[src/acd_pkg.sv]
package acd_pkg;

	// Clock figures
	localparam int ACD_CLK_HZ = 200_000_000;
	localparam int ACD_CLK_PERIOD_NS = 5;
	localparam int ACD_CYCLES_PER_MS = ACD_CLK_HZ / 1000;

	// Block framing (count byte, packet, two CRC bytes)
	localparam logic [6:0] ACD_BLK_MIN = 7'h04;
	localparam logic [6:0] ACD_BLK_MAX = 7'h54;
	localparam logic [6:0] ACD_CMD_MIN = 7'h07;
	localparam logic [6:0] ACD_FRAME_OVH = 7'h03;
	localparam logic [6:0] ACD_MAX_PKT = 7'h51;
	localparam logic [6:0] ACD_STAT_PKT = 7'h01;

	// Byte positions inside an input block
	localparam logic [6:0] ACD_IDX_COUNT = 7'h00;
	localparam logic [6:0] ACD_IDX_OPCODE = 7'h01;
	localparam logic [6:0] ACD_IDX_PARAM1 = 7'h02;
	localparam logic [6:0] ACD_IDX_PARAM2_LO = 7'h03;
	localparam logic [6:0] ACD_IDX_PARAM2_HI = 7'h04;

	// Status and error codes
	localparam logic [7:0] ACD_ST_OK = 8'h00;
	localparam logic [7:0] ACD_ST_MISCOMPARE = 8'h01;
	localparam logic [7:0] ACD_ST_PARSE_ERR = 8'h03;
	localparam logic [7:0] ACD_ST_EXEC_ERR = 8'h0f;
	localparam logic [7:0] ACD_ST_WAKE = 8'h11;
	localparam logic [7:0] ACD_ST_COMM_ERR = 8'hff;

	// Opcodes
	localparam logic [7:0] ACD_OP_KEY_DERIVATION = 8'h1c;
	localparam logic [7:0] ACD_OP_REVISION_QUERY = 8'h30;
	localparam logic [7:0] ACD_OP_DIGEST_GENERATION = 8'h15;
	localparam logic [7:0] ACD_OP_KEYED_HASH = 8'h11;
	localparam logic [7:0] ACD_OP_MAC_VERIFY = 8'h28;
	localparam logic [7:0] ACD_OP_ZONE_LOCK = 8'h17;
	localparam logic [7:0] ACD_OP_HASH_MAC = 8'h08;
	localparam logic [7:0] ACD_OP_NONCE = 8'h16;
	localparam logic [7:0] ACD_OP_PAUSE = 8'h01;
	localparam logic [7:0] ACD_OP_RANDOM = 8'h1b;
	localparam logic [7:0] ACD_OP_READ = 8'h02;
	localparam logic [7:0] ACD_OP_POST_LOCK_CONFIG_UPDATE = 8'h20;
	localparam logic [7:0] ACD_OP_WRITE = 8'h12;

	// Longest execution times, ms
	localparam logic [6:0] ACD_MS_KEY_DERIVATION = 7'd62;
	localparam logic [6:0] ACD_MS_REVISION_QUERY = 7'd2;
	localparam logic [6:0] ACD_MS_DIGEST_GENERATION = 7'd43;
	localparam logic [6:0] ACD_MS_KEYED_HASH = 7'd69;
	localparam logic [6:0] ACD_MS_MAC_VERIFY = 7'd38;
	localparam logic [6:0] ACD_MS_ZONE_LOCK = 7'd24;
	localparam logic [6:0] ACD_MS_HASH_MAC = 7'd35;
	localparam logic [6:0] ACD_MS_NONCE = 7'd60;
	localparam logic [6:0] ACD_MS_PAUSE = 7'd2;
	localparam logic [6:0] ACD_MS_RANDOM = 7'd50;
	localparam logic [6:0] ACD_MS_READ = 7'd4;
	localparam logic [6:0] ACD_MS_POST_LOCK_CONFIG_UPDATE = 7'd12;
	localparam logic [6:0] ACD_MS_WRITE = 7'd42;

	// Typical keyed-hash time the host waits before polling, ms
	localparam logic [6:0] ACD_TYP_MS_KEYED_HASH = 7'd27;

	// Block checksum
	localparam logic [15:0] ACD_CRC_POLY = 16'h8005;
	localparam logic [15:0] ACD_CRC_INIT = 16'h0000;

	typedef enum logic [1:0] {
		ACD_IDLE,
		ACD_RECV,
		ACD_EXEC,
		ACD_SEAL
	} acd_state_t;

endpackage

[src/acd_dispatch.sv]
`timescale 1ns/1ps
module acd_dispatch
	import acd_pkg::*;
#(
	parameter int CYCLES_PER_MS = ACD_CYCLES_PER_MS
) (
	// Clock and reset
	input wire logic clk_i,
	input wire logic sys_rst_i,
	// Link layer: wake token and input bytes
	input wire logic wake_i,
	input wire logic rx_valid_i,
	input wire logic [7:0] rx_data_i,
	output logic rx_ready_o,
	// Link layer: output block read-back
	input wire logic tx_rd_i,
	output logic tx_avail_o,
	output logic [7:0] tx_data_o,
	output logic busy_o,
	// Shared-bus pause selector
	input wire logic [3:0] pause_sel_i,
	output logic pause_idle_o,
	// Command engine: start and held command
	output logic exec_start_o,
	output logic exec_abort_o,
	output logic [7:0] exec_opcode_o,
	output logic [7:0] exec_param1_o,
	output logic [15:0] exec_param2_o,
	output logic [6:0] exec_count_o,
	input wire logic [6:0] cmd_addr_i,
	output logic [7:0] cmd_byte_o,
	// Command engine: result bytes and completion
	input wire logic res_valid_i,
	input wire logic [7:0] res_data_i,
	input wire logic exec_done_i,
	input wire logic [7:0] exec_status_i
);

	acd_state_t state_reg;
	logic [7:0] ibuf [0:83];
	logic [7:0] obuf [0:83];
	logic [6:0] rx_idx_reg;
	logic [6:0] rx_cnt_reg;
	logic [15:0] rx_crc_reg;
	logic [7:0] rx_lsb_reg;
	logic [6:0] pkt_len_reg;
	logic [6:0] res_cnt_reg;
	logic [6:0] seal_idx_reg;
	logic [15:0] seal_crc_reg;
	logic [6:0] out_len_reg;
	logic [6:0] out_ptr_reg;
	logic [6:0] out_ptr_next;
	logic [7:0] tx_data_reg;
	logic [31:0] exec_cnt_reg;
	logic [31:0] exec_limit_reg;
	logic exec_start_reg;
	logic exec_abort_reg;
	logic pause_idle_reg;

	logic rx_take;
	logic rx_first;
	logic rx_last;
	logic [15:0] rx_crc_in;
	logic [15:0] rx_crc_next;
	logic [7:0] seal_byte;
	logic [15:0] seal_crc_next;
	logic [6:0] blk_len;
	logic dec_known;
	logic [6:0] dec_len_min;
	logic [6:0] dec_len_max;
	logic [6:0] dec_max_ms;
	logic count_bad;
	logic crc_ok;
	logic parse_bad;
	logic is_pause;
	logic pause_hit;
	logic exec_timeout;
	logic post_vld;
	logic post_res;
	logic [7:0] post_code;
	logic go_exec;

	// Input checksum, fed from the link byte
	acd_crc16 u_rx_crc (
		.crc_i(rx_crc_in),
		.data_i(rx_data_i),
		.crc_o(rx_crc_next)
	);

	// Output checksum, walked over the packed block
	acd_crc16 u_tx_crc (
		.crc_i(seal_crc_reg),
		.data_i(seal_byte),
		.crc_o(seal_crc_next)
	);

	// Opcode table on the held opcode byte
	acd_opdec u_opdec (
		.opcode_i(ibuf[ACD_IDX_OPCODE]),
		.known_o(dec_known),
		.len_min_o(dec_len_min),
		.len_max_o(dec_len_max),
		.max_ms_o(dec_max_ms)
	);

	// Link is only listened to outside a running command
	assign rx_ready_o = (state_reg == ACD_IDLE) || (state_reg == ACD_RECV);
	assign busy_o = (state_reg == ACD_EXEC) || (state_reg == ACD_SEAL);
	assign rx_take = rx_valid_i && rx_ready_o;
	assign rx_first = rx_take && (state_reg == ACD_IDLE);
	assign rx_last = rx_take && (state_reg == ACD_RECV) && (rx_idx_reg == rx_cnt_reg - 7'd1);
	assign rx_crc_in = (state_reg == ACD_IDLE) ? ACD_CRC_INIT : rx_crc_reg;

	// Out-of-range count cannot be framed; treated as a link fault
	assign count_bad = (rx_data_i[7:0] < {1'b0, ACD_BLK_MIN}) ||
		(rx_data_i[7:0] > {1'b0, ACD_BLK_MAX});
	assign crc_ok = ({rx_data_i, rx_lsb_reg} == rx_crc_reg);

	// Structural checks on a clean block; engine may still report 0x03 itself
	assign parse_bad = !dec_known || (rx_cnt_reg < dec_len_min) ||
		(rx_cnt_reg > dec_len_max);
	assign is_pause = (ibuf[ACD_IDX_OPCODE] == ACD_OP_PAUSE);
	assign pause_hit = (ibuf[ACD_IDX_PARAM1][3:0] == pause_sel_i);
	assign exec_timeout = (state_reg == ACD_EXEC) && !exec_done_i &&
		(exec_cnt_reg >= exec_limit_reg);

	// Which block, if any, to pack this cycle
	always_comb begin
		post_vld = 1'b0;
		post_res = 1'b0;
		post_code = ACD_ST_OK;
		go_exec = 1'b0;
		if (wake_i && !busy_o) begin
			post_vld = 1'b1;
			post_code = ACD_ST_WAKE;
		end else if (rx_first && count_bad) begin
			post_vld = 1'b1;
			post_code = ACD_ST_COMM_ERR;
		end else if (rx_last) begin
			if (!crc_ok) begin
				post_vld = 1'b1;
				post_code = ACD_ST_COMM_ERR;
			end else if (parse_bad) begin
				post_vld = 1'b1;
				post_code = ACD_ST_PARSE_ERR;
			end else if (is_pause) begin
				post_vld = !pause_hit;
				post_code = ACD_ST_OK;
			end else begin
				go_exec = 1'b1;
			end
		end else if (exec_timeout) begin
			post_vld = 1'b1;
			post_code = ACD_ST_EXEC_ERR;
		end else if ((state_reg == ACD_EXEC) && exec_done_i) begin
			post_vld = 1'b1;
			post_res = (exec_status_i == ACD_ST_OK) && (res_cnt_reg != 7'd0);
			post_code = exec_status_i;
		end
	end

	// Main sequence
	always_ff @(posedge clk_i or posedge sys_rst_i) begin
		if (sys_rst_i) begin
			state_reg <= ACD_IDLE;
		end else begin
			case (state_reg)
				ACD_IDLE: begin
					if (post_vld) begin
						state_reg <= ACD_SEAL;
					end else if (rx_first) begin
						state_reg <= ACD_RECV;
					end
				end
				ACD_RECV: begin
					if (post_vld) begin
						state_reg <= ACD_SEAL;
					end else if (go_exec) begin
						state_reg <= ACD_EXEC;
					end else if (rx_last) begin
						state_reg <= ACD_IDLE;
					end
				end
				ACD_EXEC: begin
					if (post_vld) begin
						state_reg <= ACD_SEAL;
					end
				end
				ACD_SEAL: begin
					if (seal_idx_reg == pkt_len_reg) begin
						state_reg <= ACD_IDLE;
					end
				end
				default: state_reg <= ACD_IDLE;
			endcase
		end
	end

	// Input capture and running checksum
	always_ff @(posedge clk_i or posedge sys_rst_i) begin
		if (sys_rst_i) begin
			rx_idx_reg <= 7'd0;
			rx_cnt_reg <= 7'd0;
			rx_crc_reg <= ACD_CRC_INIT;
			rx_lsb_reg <= 8'h00;
		end else if (rx_take && !(wake_i && !busy_o)) begin
			ibuf[rx_idx_reg] <= rx_data_i;
			if (rx_first) begin
				rx_idx_reg <= 7'd1;
				rx_cnt_reg <= rx_data_i[6:0];
				rx_crc_reg <= rx_crc_next;
			end else begin
				rx_idx_reg <= rx_idx_reg + 7'd1;
				if (rx_idx_reg < rx_cnt_reg - 7'd2) begin
					rx_crc_reg <= rx_crc_next;
				end
				if (rx_idx_reg == rx_cnt_reg - 7'd2) begin
					rx_lsb_reg <= rx_data_i;
				end
			end
		end
	end

	// Engine may read any held byte; one-cycle latency
	always_ff @(posedge clk_i or posedge sys_rst_i) begin
		if (sys_rst_i) begin
			cmd_byte_o <= 8'h00;
		end else begin
			cmd_byte_o <= ibuf[cmd_addr_i];
		end
	end

	// Command handed to the engine, latched at start
	always_ff @(posedge clk_i or posedge sys_rst_i) begin
		if (sys_rst_i) begin
			exec_opcode_o <= 8'h00;
			exec_param1_o <= 8'h00;
			exec_param2_o <= 16'h0000;
			exec_count_o <= 7'd0;
			exec_limit_reg <= 32'd0;
		end else if (go_exec) begin
			exec_opcode_o <= ibuf[ACD_IDX_OPCODE];
			exec_param1_o <= ibuf[ACD_IDX_PARAM1];
			exec_param2_o <= {ibuf[ACD_IDX_PARAM2_HI], ibuf[ACD_IDX_PARAM2_LO]};
			exec_count_o <= rx_cnt_reg;
			exec_limit_reg <= 32'(dec_max_ms) * 32'(CYCLES_PER_MS);
		end
	end

	// Execution time guard; a hung engine still yields an answer
	always_ff @(posedge clk_i or posedge sys_rst_i) begin
		if (sys_rst_i) begin
			exec_cnt_reg <= 32'd0;
		end else if (state_reg == ACD_EXEC) begin
			exec_cnt_reg <= exec_cnt_reg + 32'd1;
		end else begin
			exec_cnt_reg <= 32'd0;
		end
	end

	// Single-cycle strobes toward engine and link
	always_ff @(posedge clk_i or posedge sys_rst_i) begin
		if (sys_rst_i) begin
			exec_start_reg <= 1'b0;
			exec_abort_reg <= 1'b0;
			pause_idle_reg <= 1'b0;
		end else begin
			exec_start_reg <= go_exec;
			exec_abort_reg <= exec_timeout;
			// A wake on the last byte wins; the pause must not fire as well
			pause_idle_reg <= rx_last && !post_vld && crc_ok && !parse_bad && is_pause && pause_hit;
		end
	end
	assign exec_start_o = exec_start_reg;
	assign exec_abort_o = exec_abort_reg;
	assign pause_idle_o = pause_idle_reg;

	// Result byte count; extras past the block limit are dropped
	always_ff @(posedge clk_i or posedge sys_rst_i) begin
		if (sys_rst_i) begin
			res_cnt_reg <= 7'd0;
		end else if (go_exec) begin
			res_cnt_reg <= 7'd0;
		end else if ((state_reg == ACD_EXEC) && res_valid_i && (res_cnt_reg < ACD_MAX_PKT)) begin
			res_cnt_reg <= res_cnt_reg + 7'd1;
		end
	end

	// Sealing walk: count byte is supplied here before it is stored
	assign blk_len = pkt_len_reg + ACD_FRAME_OVH;
	assign seal_byte = (seal_idx_reg == 7'd0) ? {1'b0, blk_len} : obuf[seal_idx_reg];

	always_ff @(posedge clk_i or posedge sys_rst_i) begin
		if (sys_rst_i) begin
			pkt_len_reg <= ACD_STAT_PKT;
			seal_idx_reg <= 7'd0;
			seal_crc_reg <= ACD_CRC_INIT;
		end else if (post_vld) begin
			pkt_len_reg <= post_res ? res_cnt_reg : ACD_STAT_PKT;
			seal_idx_reg <= 7'd0;
			seal_crc_reg <= ACD_CRC_INIT;
		end else if (state_reg == ACD_SEAL) begin
			seal_idx_reg <= seal_idx_reg + 7'd1;
			seal_crc_reg <= seal_crc_next;
		end
	end

	// Shared output buffer: status, error and result all land here
	always_ff @(posedge clk_i) begin
		if (post_vld && !post_res) begin
			obuf[ACD_IDX_OPCODE] <= post_code;
		end else if ((state_reg == ACD_EXEC) && res_valid_i && (res_cnt_reg < ACD_MAX_PKT)) begin
			obuf[res_cnt_reg + 7'd1] <= res_data_i;
		end else if ((state_reg == ACD_SEAL) && (seal_idx_reg == pkt_len_reg)) begin
			obuf[ACD_IDX_COUNT] <= {1'b0, blk_len};
			obuf[pkt_len_reg + 7'd1] <= seal_crc_next[7:0];
			obuf[pkt_len_reg + 7'd2] <= seal_crc_next[15:8];
		end
	end

	// Readable length; cleared while a block arrives or runs
	always_ff @(posedge clk_i or posedge sys_rst_i) begin
		if (sys_rst_i) begin
			out_len_reg <= 7'd0;
		end else if (rx_first || post_vld || go_exec) begin
			out_len_reg <= 7'd0;
		end else if ((state_reg == ACD_SEAL) && (seal_idx_reg == pkt_len_reg)) begin
			out_len_reg <= blk_len;
		end
	end

	// Read pointer; a fresh block always restarts at its count byte
	assign tx_avail_o = (state_reg == ACD_IDLE) && (out_ptr_reg < out_len_reg);
	assign out_ptr_next = (tx_rd_i && tx_avail_o) ? out_ptr_reg + 7'd1 : out_ptr_reg;

	always_ff @(posedge clk_i or posedge sys_rst_i) begin
		if (sys_rst_i) begin
			out_ptr_reg <= 7'd0;
			tx_data_reg <= 8'h00;
		end else if (state_reg == ACD_SEAL) begin
			out_ptr_reg <= 7'd0;
			tx_data_reg <= {1'b0, blk_len};
		end else begin
			out_ptr_reg <= out_ptr_next;
			tx_data_reg <= obuf[out_ptr_next];
		end
	end
	assign tx_data_o = tx_data_reg;

endmodule

[src/acd_crc16.sv]
`timescale 1ns/1ps
module acd_crc16
	import acd_pkg::*;
(
	// Running value and next byte
	input wire logic [15:0] crc_i,
	input wire logic [7:0] data_i,
	// Value after the byte
	output logic [15:0] crc_o
);

	// Bits enter least significant first
	always_comb begin
		logic [15:0] acc;
		acc = crc_i;
		for (int i = 0; i < 8; i++) begin
			if (acc[15] ^ data_i[i]) begin
				acc = {acc[14:0], 1'b0} ^ ACD_CRC_POLY;
			end else begin
				acc = {acc[14:0], 1'b0};
			end
		end
		crc_o = acc;
	end

endmodule

[src/acd_opdec.sv]
`timescale 1ns/1ps
module acd_opdec
	import acd_pkg::*;
(
	// Opcode byte of the held block
	input wire logic [7:0] opcode_i,
	// Decode results
	output logic known_o,
	output logic [6:0] len_min_o,
	output logic [6:0] len_max_o,
	output logic [6:0] max_ms_o
);

	// Legal block lengths and time limits per opcode
	always_comb begin
		known_o = 1'b1;
		len_min_o = ACD_CMD_MIN;
		len_max_o = ACD_CMD_MIN;
		max_ms_o = ACD_MS_REVISION_QUERY;
		case (opcode_i)
			ACD_OP_KEY_DERIVATION: begin
				len_max_o = 7'd39;
				max_ms_o = ACD_MS_KEY_DERIVATION;
			end
			ACD_OP_DIGEST_GENERATION: begin
				len_max_o = 7'd11;
				max_ms_o = ACD_MS_DIGEST_GENERATION;
			end
			ACD_OP_KEYED_HASH: max_ms_o = ACD_MS_KEYED_HASH;
			ACD_OP_MAC_VERIFY: begin
				len_min_o = ACD_BLK_MAX;
				len_max_o = ACD_BLK_MAX;
				max_ms_o = ACD_MS_MAC_VERIFY;
			end
			ACD_OP_HASH_MAC: begin
				len_max_o = 7'd39;
				max_ms_o = ACD_MS_HASH_MAC;
			end
			ACD_OP_ZONE_LOCK: max_ms_o = ACD_MS_ZONE_LOCK;
			ACD_OP_NONCE: begin
				len_min_o = 7'd27;
				len_max_o = 7'd39;
				max_ms_o = ACD_MS_NONCE;
			end
			ACD_OP_RANDOM: max_ms_o = ACD_MS_RANDOM;
			ACD_OP_REVISION_QUERY: max_ms_o = ACD_MS_REVISION_QUERY;
			ACD_OP_READ: max_ms_o = ACD_MS_READ;
			ACD_OP_WRITE: begin
				len_min_o = 7'd11;
				len_max_o = 7'd71;
				max_ms_o = ACD_MS_WRITE;
			end
			ACD_OP_POST_LOCK_CONFIG_UPDATE: max_ms_o = ACD_MS_POST_LOCK_CONFIG_UPDATE;
			ACD_OP_PAUSE: max_ms_o = ACD_MS_PAUSE;
			default: known_o = 1'b0;
		endcase
	end

endmodule

[config.mk]
export PLATFORM = sky130hd
export DESIGN_NAME = acd_dispatch
export DESIGN_NICKNAME = d
export VERILOG_FILES = /design/src/acd_pkg.sv /design/src/acd_dispatch.sv /design/src/acd_crc16.sv /design/src/acd_opdec.sv
export SDC_FILE = /design/constraint.sdc
export NUM_CORES = 2
export LEC_CHECK = 0
export BUFFER_PORTS_ARGS = -buffer_cell sky130_fd_sc_hd__buf_2
export CORE_ASPECT_RATIO = 0.9
export CORE_MARGIN = 2
export CORE_UTILIZATION = 30
export DETAILED_ROUTE_END_ITERATION = 8
export GPL_ROUTABILITY_DRIVEN = 0
export SLEW_MARGIN = 20
export SYNTH_ARGS = -nofsm -noshare
export SYNTH_HDL_FRONTEND = slang
export SYNTH_HIERARCHICAL = 1
export SYNTH_SLANG_ARGS = --single-unit
export TNS_END_PERCENT = 20
[constraint.sdc]
create_clock -name clk_i -period 15.71 [get_ports clk_i]
set_input_delay 1.571 -clock clk_i [delete_from_list [all_inputs] [get_ports clk_i]]
set_output_delay 1.571 -clock clk_i [all_outputs]
set_load 0.02 [all_outputs]
==> impl_results.md <==
- Outcome: complete, no violations
- Initial antenna violation count: 18
- Required time worst endpoint: roughly 16,000 ps
- CP endpoint kind: flip-flop
- Io pins: between 100 and 150
- Hold Crit Class: flip-flop to flip-flop
- Iter 0 DRT Violations: 8,640
- Clock slew at reported path FFs: around 60 ps
- Async SR Flop Fraction: 13.0%
- Yosys reg bits: between 1,500 and 2,000
- Worst reg2reg startpoint: seal_idx_reg[0]
- Area contributors post-synth: edfxtp_1 51%, mux4_2 13%, dfrtp_1 6.3%, a21oi_1 4.7%, nor2_1 4.2%
- Max cap viols: 0
- HPWL Detailed: 163,000 um
- Die height: 489 um
- Clock buffer count from CTS: about 160
- Total GRT Usage: 18.8%
- Worst VDD drop: approximately 1.3 mV
- Min Tclk post-route: 7480 ps
- Slew headroom: 18.7%
- Worst slew pin tran: roughly 1200 ps
- Area share of the largest cell type after synthesis: about half
- Num Clock Sinks: 1,544
- Crit Path Class: flip-flop to flip-flop
- DP Area: 82,600 um2
- Count of final setup violators: 0
- Setup bufs post-CTS: 0
- First-pass GRT wire length: 371,000 um
- Final ANT Viol Nets: 0
- Fmax: 134 MHz
- Cell count after synthesis: 6,405
- Slew Viols, Final: 0
- Sequential area share after synthesis: 57.8%
- IO Port Bufs: 102
- Clk_lat worst skew: 840 ps
- Post-cts sizing count: 0
- Die area: about 270,000 um2
- Fin Setup TNS: 0 ps
- Design Power: 0.0152 W
- Via Count: 55,700
- Worst path arrival time: a little over 8000 ps
- RR Endpoint: obuf[1][1]
- RSZ-0062 raised after global routing: no
- Yosys cell types: 99
- R2R Setup Slk: 8230 ps
- Gr ovfl total: 0
- Core area: 261,000 um2
- Initial core utilization: 30.1%
- Ratio of cells with drive above 1 in the final layout: between 10% and 20%
- # H-tree levels: 4
- Depth of the most critical reg-to-reg path: 15
- Via-to-Cell Ratio: about 5.6
- Final instance area: 87,800 um2
- DR WL/cell: about 26 um
- CTS tree: yes
- CP startpoint kind: flip-flop
- Synth Flop Type: edfxtp_1
- FP Rows: around 180
- Final net count: 6,426
- Final clock skew: 58.3 ps
- Total wire length: 255,000 um
- Number of synthesized flops with an enable pin: between 1,000 and 1,500
- Syn Area/Cell: 12.3 um2
- PD cells: 173 nW/um2
- Mapped Nets: 6,562
- Hold Buf Count CTS: 0
- CP endpoint: obuf[1][1]
- Hold Slack: 463 ps
- Worst Path Max Fanout: between 50 and 60
- Residual DRC count: 0
- Worst setup path startpoint: seal_idx_reg[0]
- Area leader, netlist: edfxtp_1
- DIE WIDTH: 543 um
- Largest net degree at the start of global routing: 172
- Fin crit share: 47.6%
- Drt first pass iters: 9
- Vias in the first global route: 53,000
- Hold Fails Final Rpt: 0
- Leakage: a little over 30 nW
- Synth Cell Area: about 78,000 um2
- Synth warn: 6
- Root Driver: clkbuf_16
- Area Overhead vs Synth: 11.8%
- Clock Path Buffers: 4
[logic make-up after synthesis]
kind of cell    after synthesis  synth area share (%)
simple gates               2233                  12.0
compound gates             1121                  8.07
flops                      1544                  57.8
xor+xnor                    165                  2.03
mux                         591                  14.9
buf+inv                     635                  3.34
other cells                   1               0.00478
fa+ha+maj                   115                  1.90
[worst min path at each step]
stage | slack, ps | start | end | depth (start not counted)
after floorplan | 440 | ibuf[3][0] | exec_param2_o[0] | 2
after global placement | 450 | exec_param1_o[1] | exec_param1_o[1] | 2
after detailed placement | 450 | exec_param1_o[7] | exec_param1_o[7] | 2
after CTS | 470 | exec_count_o[3] | exec_count_o[3] | 2
after global routing | 500 | exec_opcode_o[4] | exec_opcode_o[4] | 2
final | 460 | exec_count_o[3] | exec_count_o[3] | 2
[metal layers]
layer | part of all wire, % | GRT usage [%]
met1 | 40 | 25.8
met4 | 4.4 | 7.93
met3 | 12 | 4.90
met5 | 0.040 | 0
met2 | 44 | 27.9
[placed cells by master (no fill, tap or decap), types with 103 or more instances in the layout]
master / n
edfxtp_1: 1344
nor2_1: 871
nand2_1: 869
a21oi_1: 744
mux4_2: 457
nand3_1: 234
dfrtp_1: 190
clkbuf_16: 163
buf_4: 144
ha_1: 108
o21ai_0: 103
[Yosys cell counts, types with 8 or more instances]
cell	n
inv_1	95
xor2_1	65
buf_1	80
mux2_2	30
nor2_1	873
a21o_1	16
edfxtp_1	1344
xnor2_2	13
mux4_2	457
and2_1	11
buf_4	21
o21ai_0	126
a211oi_1	9
a31oi_1	31
xnor2_1	82
o211ai_1	13
buf_2	88
a32oi_1	54
mux2i_1	101
nand2b_1	12
a311oi_1	12
a21oi_1	744
or3_1	9
nor2b_1	38
dfrtp_1	199
nor3_1	29
nand3_1	234
ha_1	108
clkbuf_1	344
and3_1	28
nor4_1	16
nand4_1	65
o21ai_1	33
nand2_1	871
o2111ai_1	8
[per-stage QoR]
step / setup slack (ps) / cells / utilization [%]
2_1_floorplan: 6030 / 6405 / -
3_3_place_gp: 8400 / 9615 / 31.6
3_5_place_dp: 8240 / 9617 / 31.7
4_1_cts: 8480 / 9894 / 33.6
5_1_grt: 8190 / 9904 / 33.7
6_report: 8230 / 9908 / 33.7
[layout make-up]
| cell class | instances | area, um2 |
|---|---|---|
| diodes | 13 | 32.5 |
| well taps | 3510 | 4390 |
| repair buffers | 243 | 1680 |
| clock inverters | 76 | 831 |
| fillers | 25400 | 173000 |
| multi-input cells | 4226 | 30800 |
| inverters | 95 | 364 |
| clock buffers | 201 | 4290 |
| flip-flops and latches | 1544 | 45400 |
[critical path, stage by stage, from the launching register on]
cell,delay [ps]
dfrtp_4,640
buf_4,760
buf_4,810
mux4_2,430
mux4_2,520
mux4_2,510
o211ai_1,200
o21ai_0,200
xnor2_2,290
xor2_2,320
xnor2_2,220
xnor2_1,190
mux2i_4,750
buf_4,780
nor2_1,130
a211o_1,250
[where the power goes]
| part | switching [W] | total (W) | internal (W) |
|---|---|---|---|
| combinational | 0.00429 | 0.00604 | 0.00175 |
| sequential | 0.000223 | 0.00526 | 0.00504 |
| clock | 0.00165 | 0.00387 | 0.00221 |
| total | 0.00617 | 0.0152 | 0.00900 |
(Power assumes the default switching activity.)
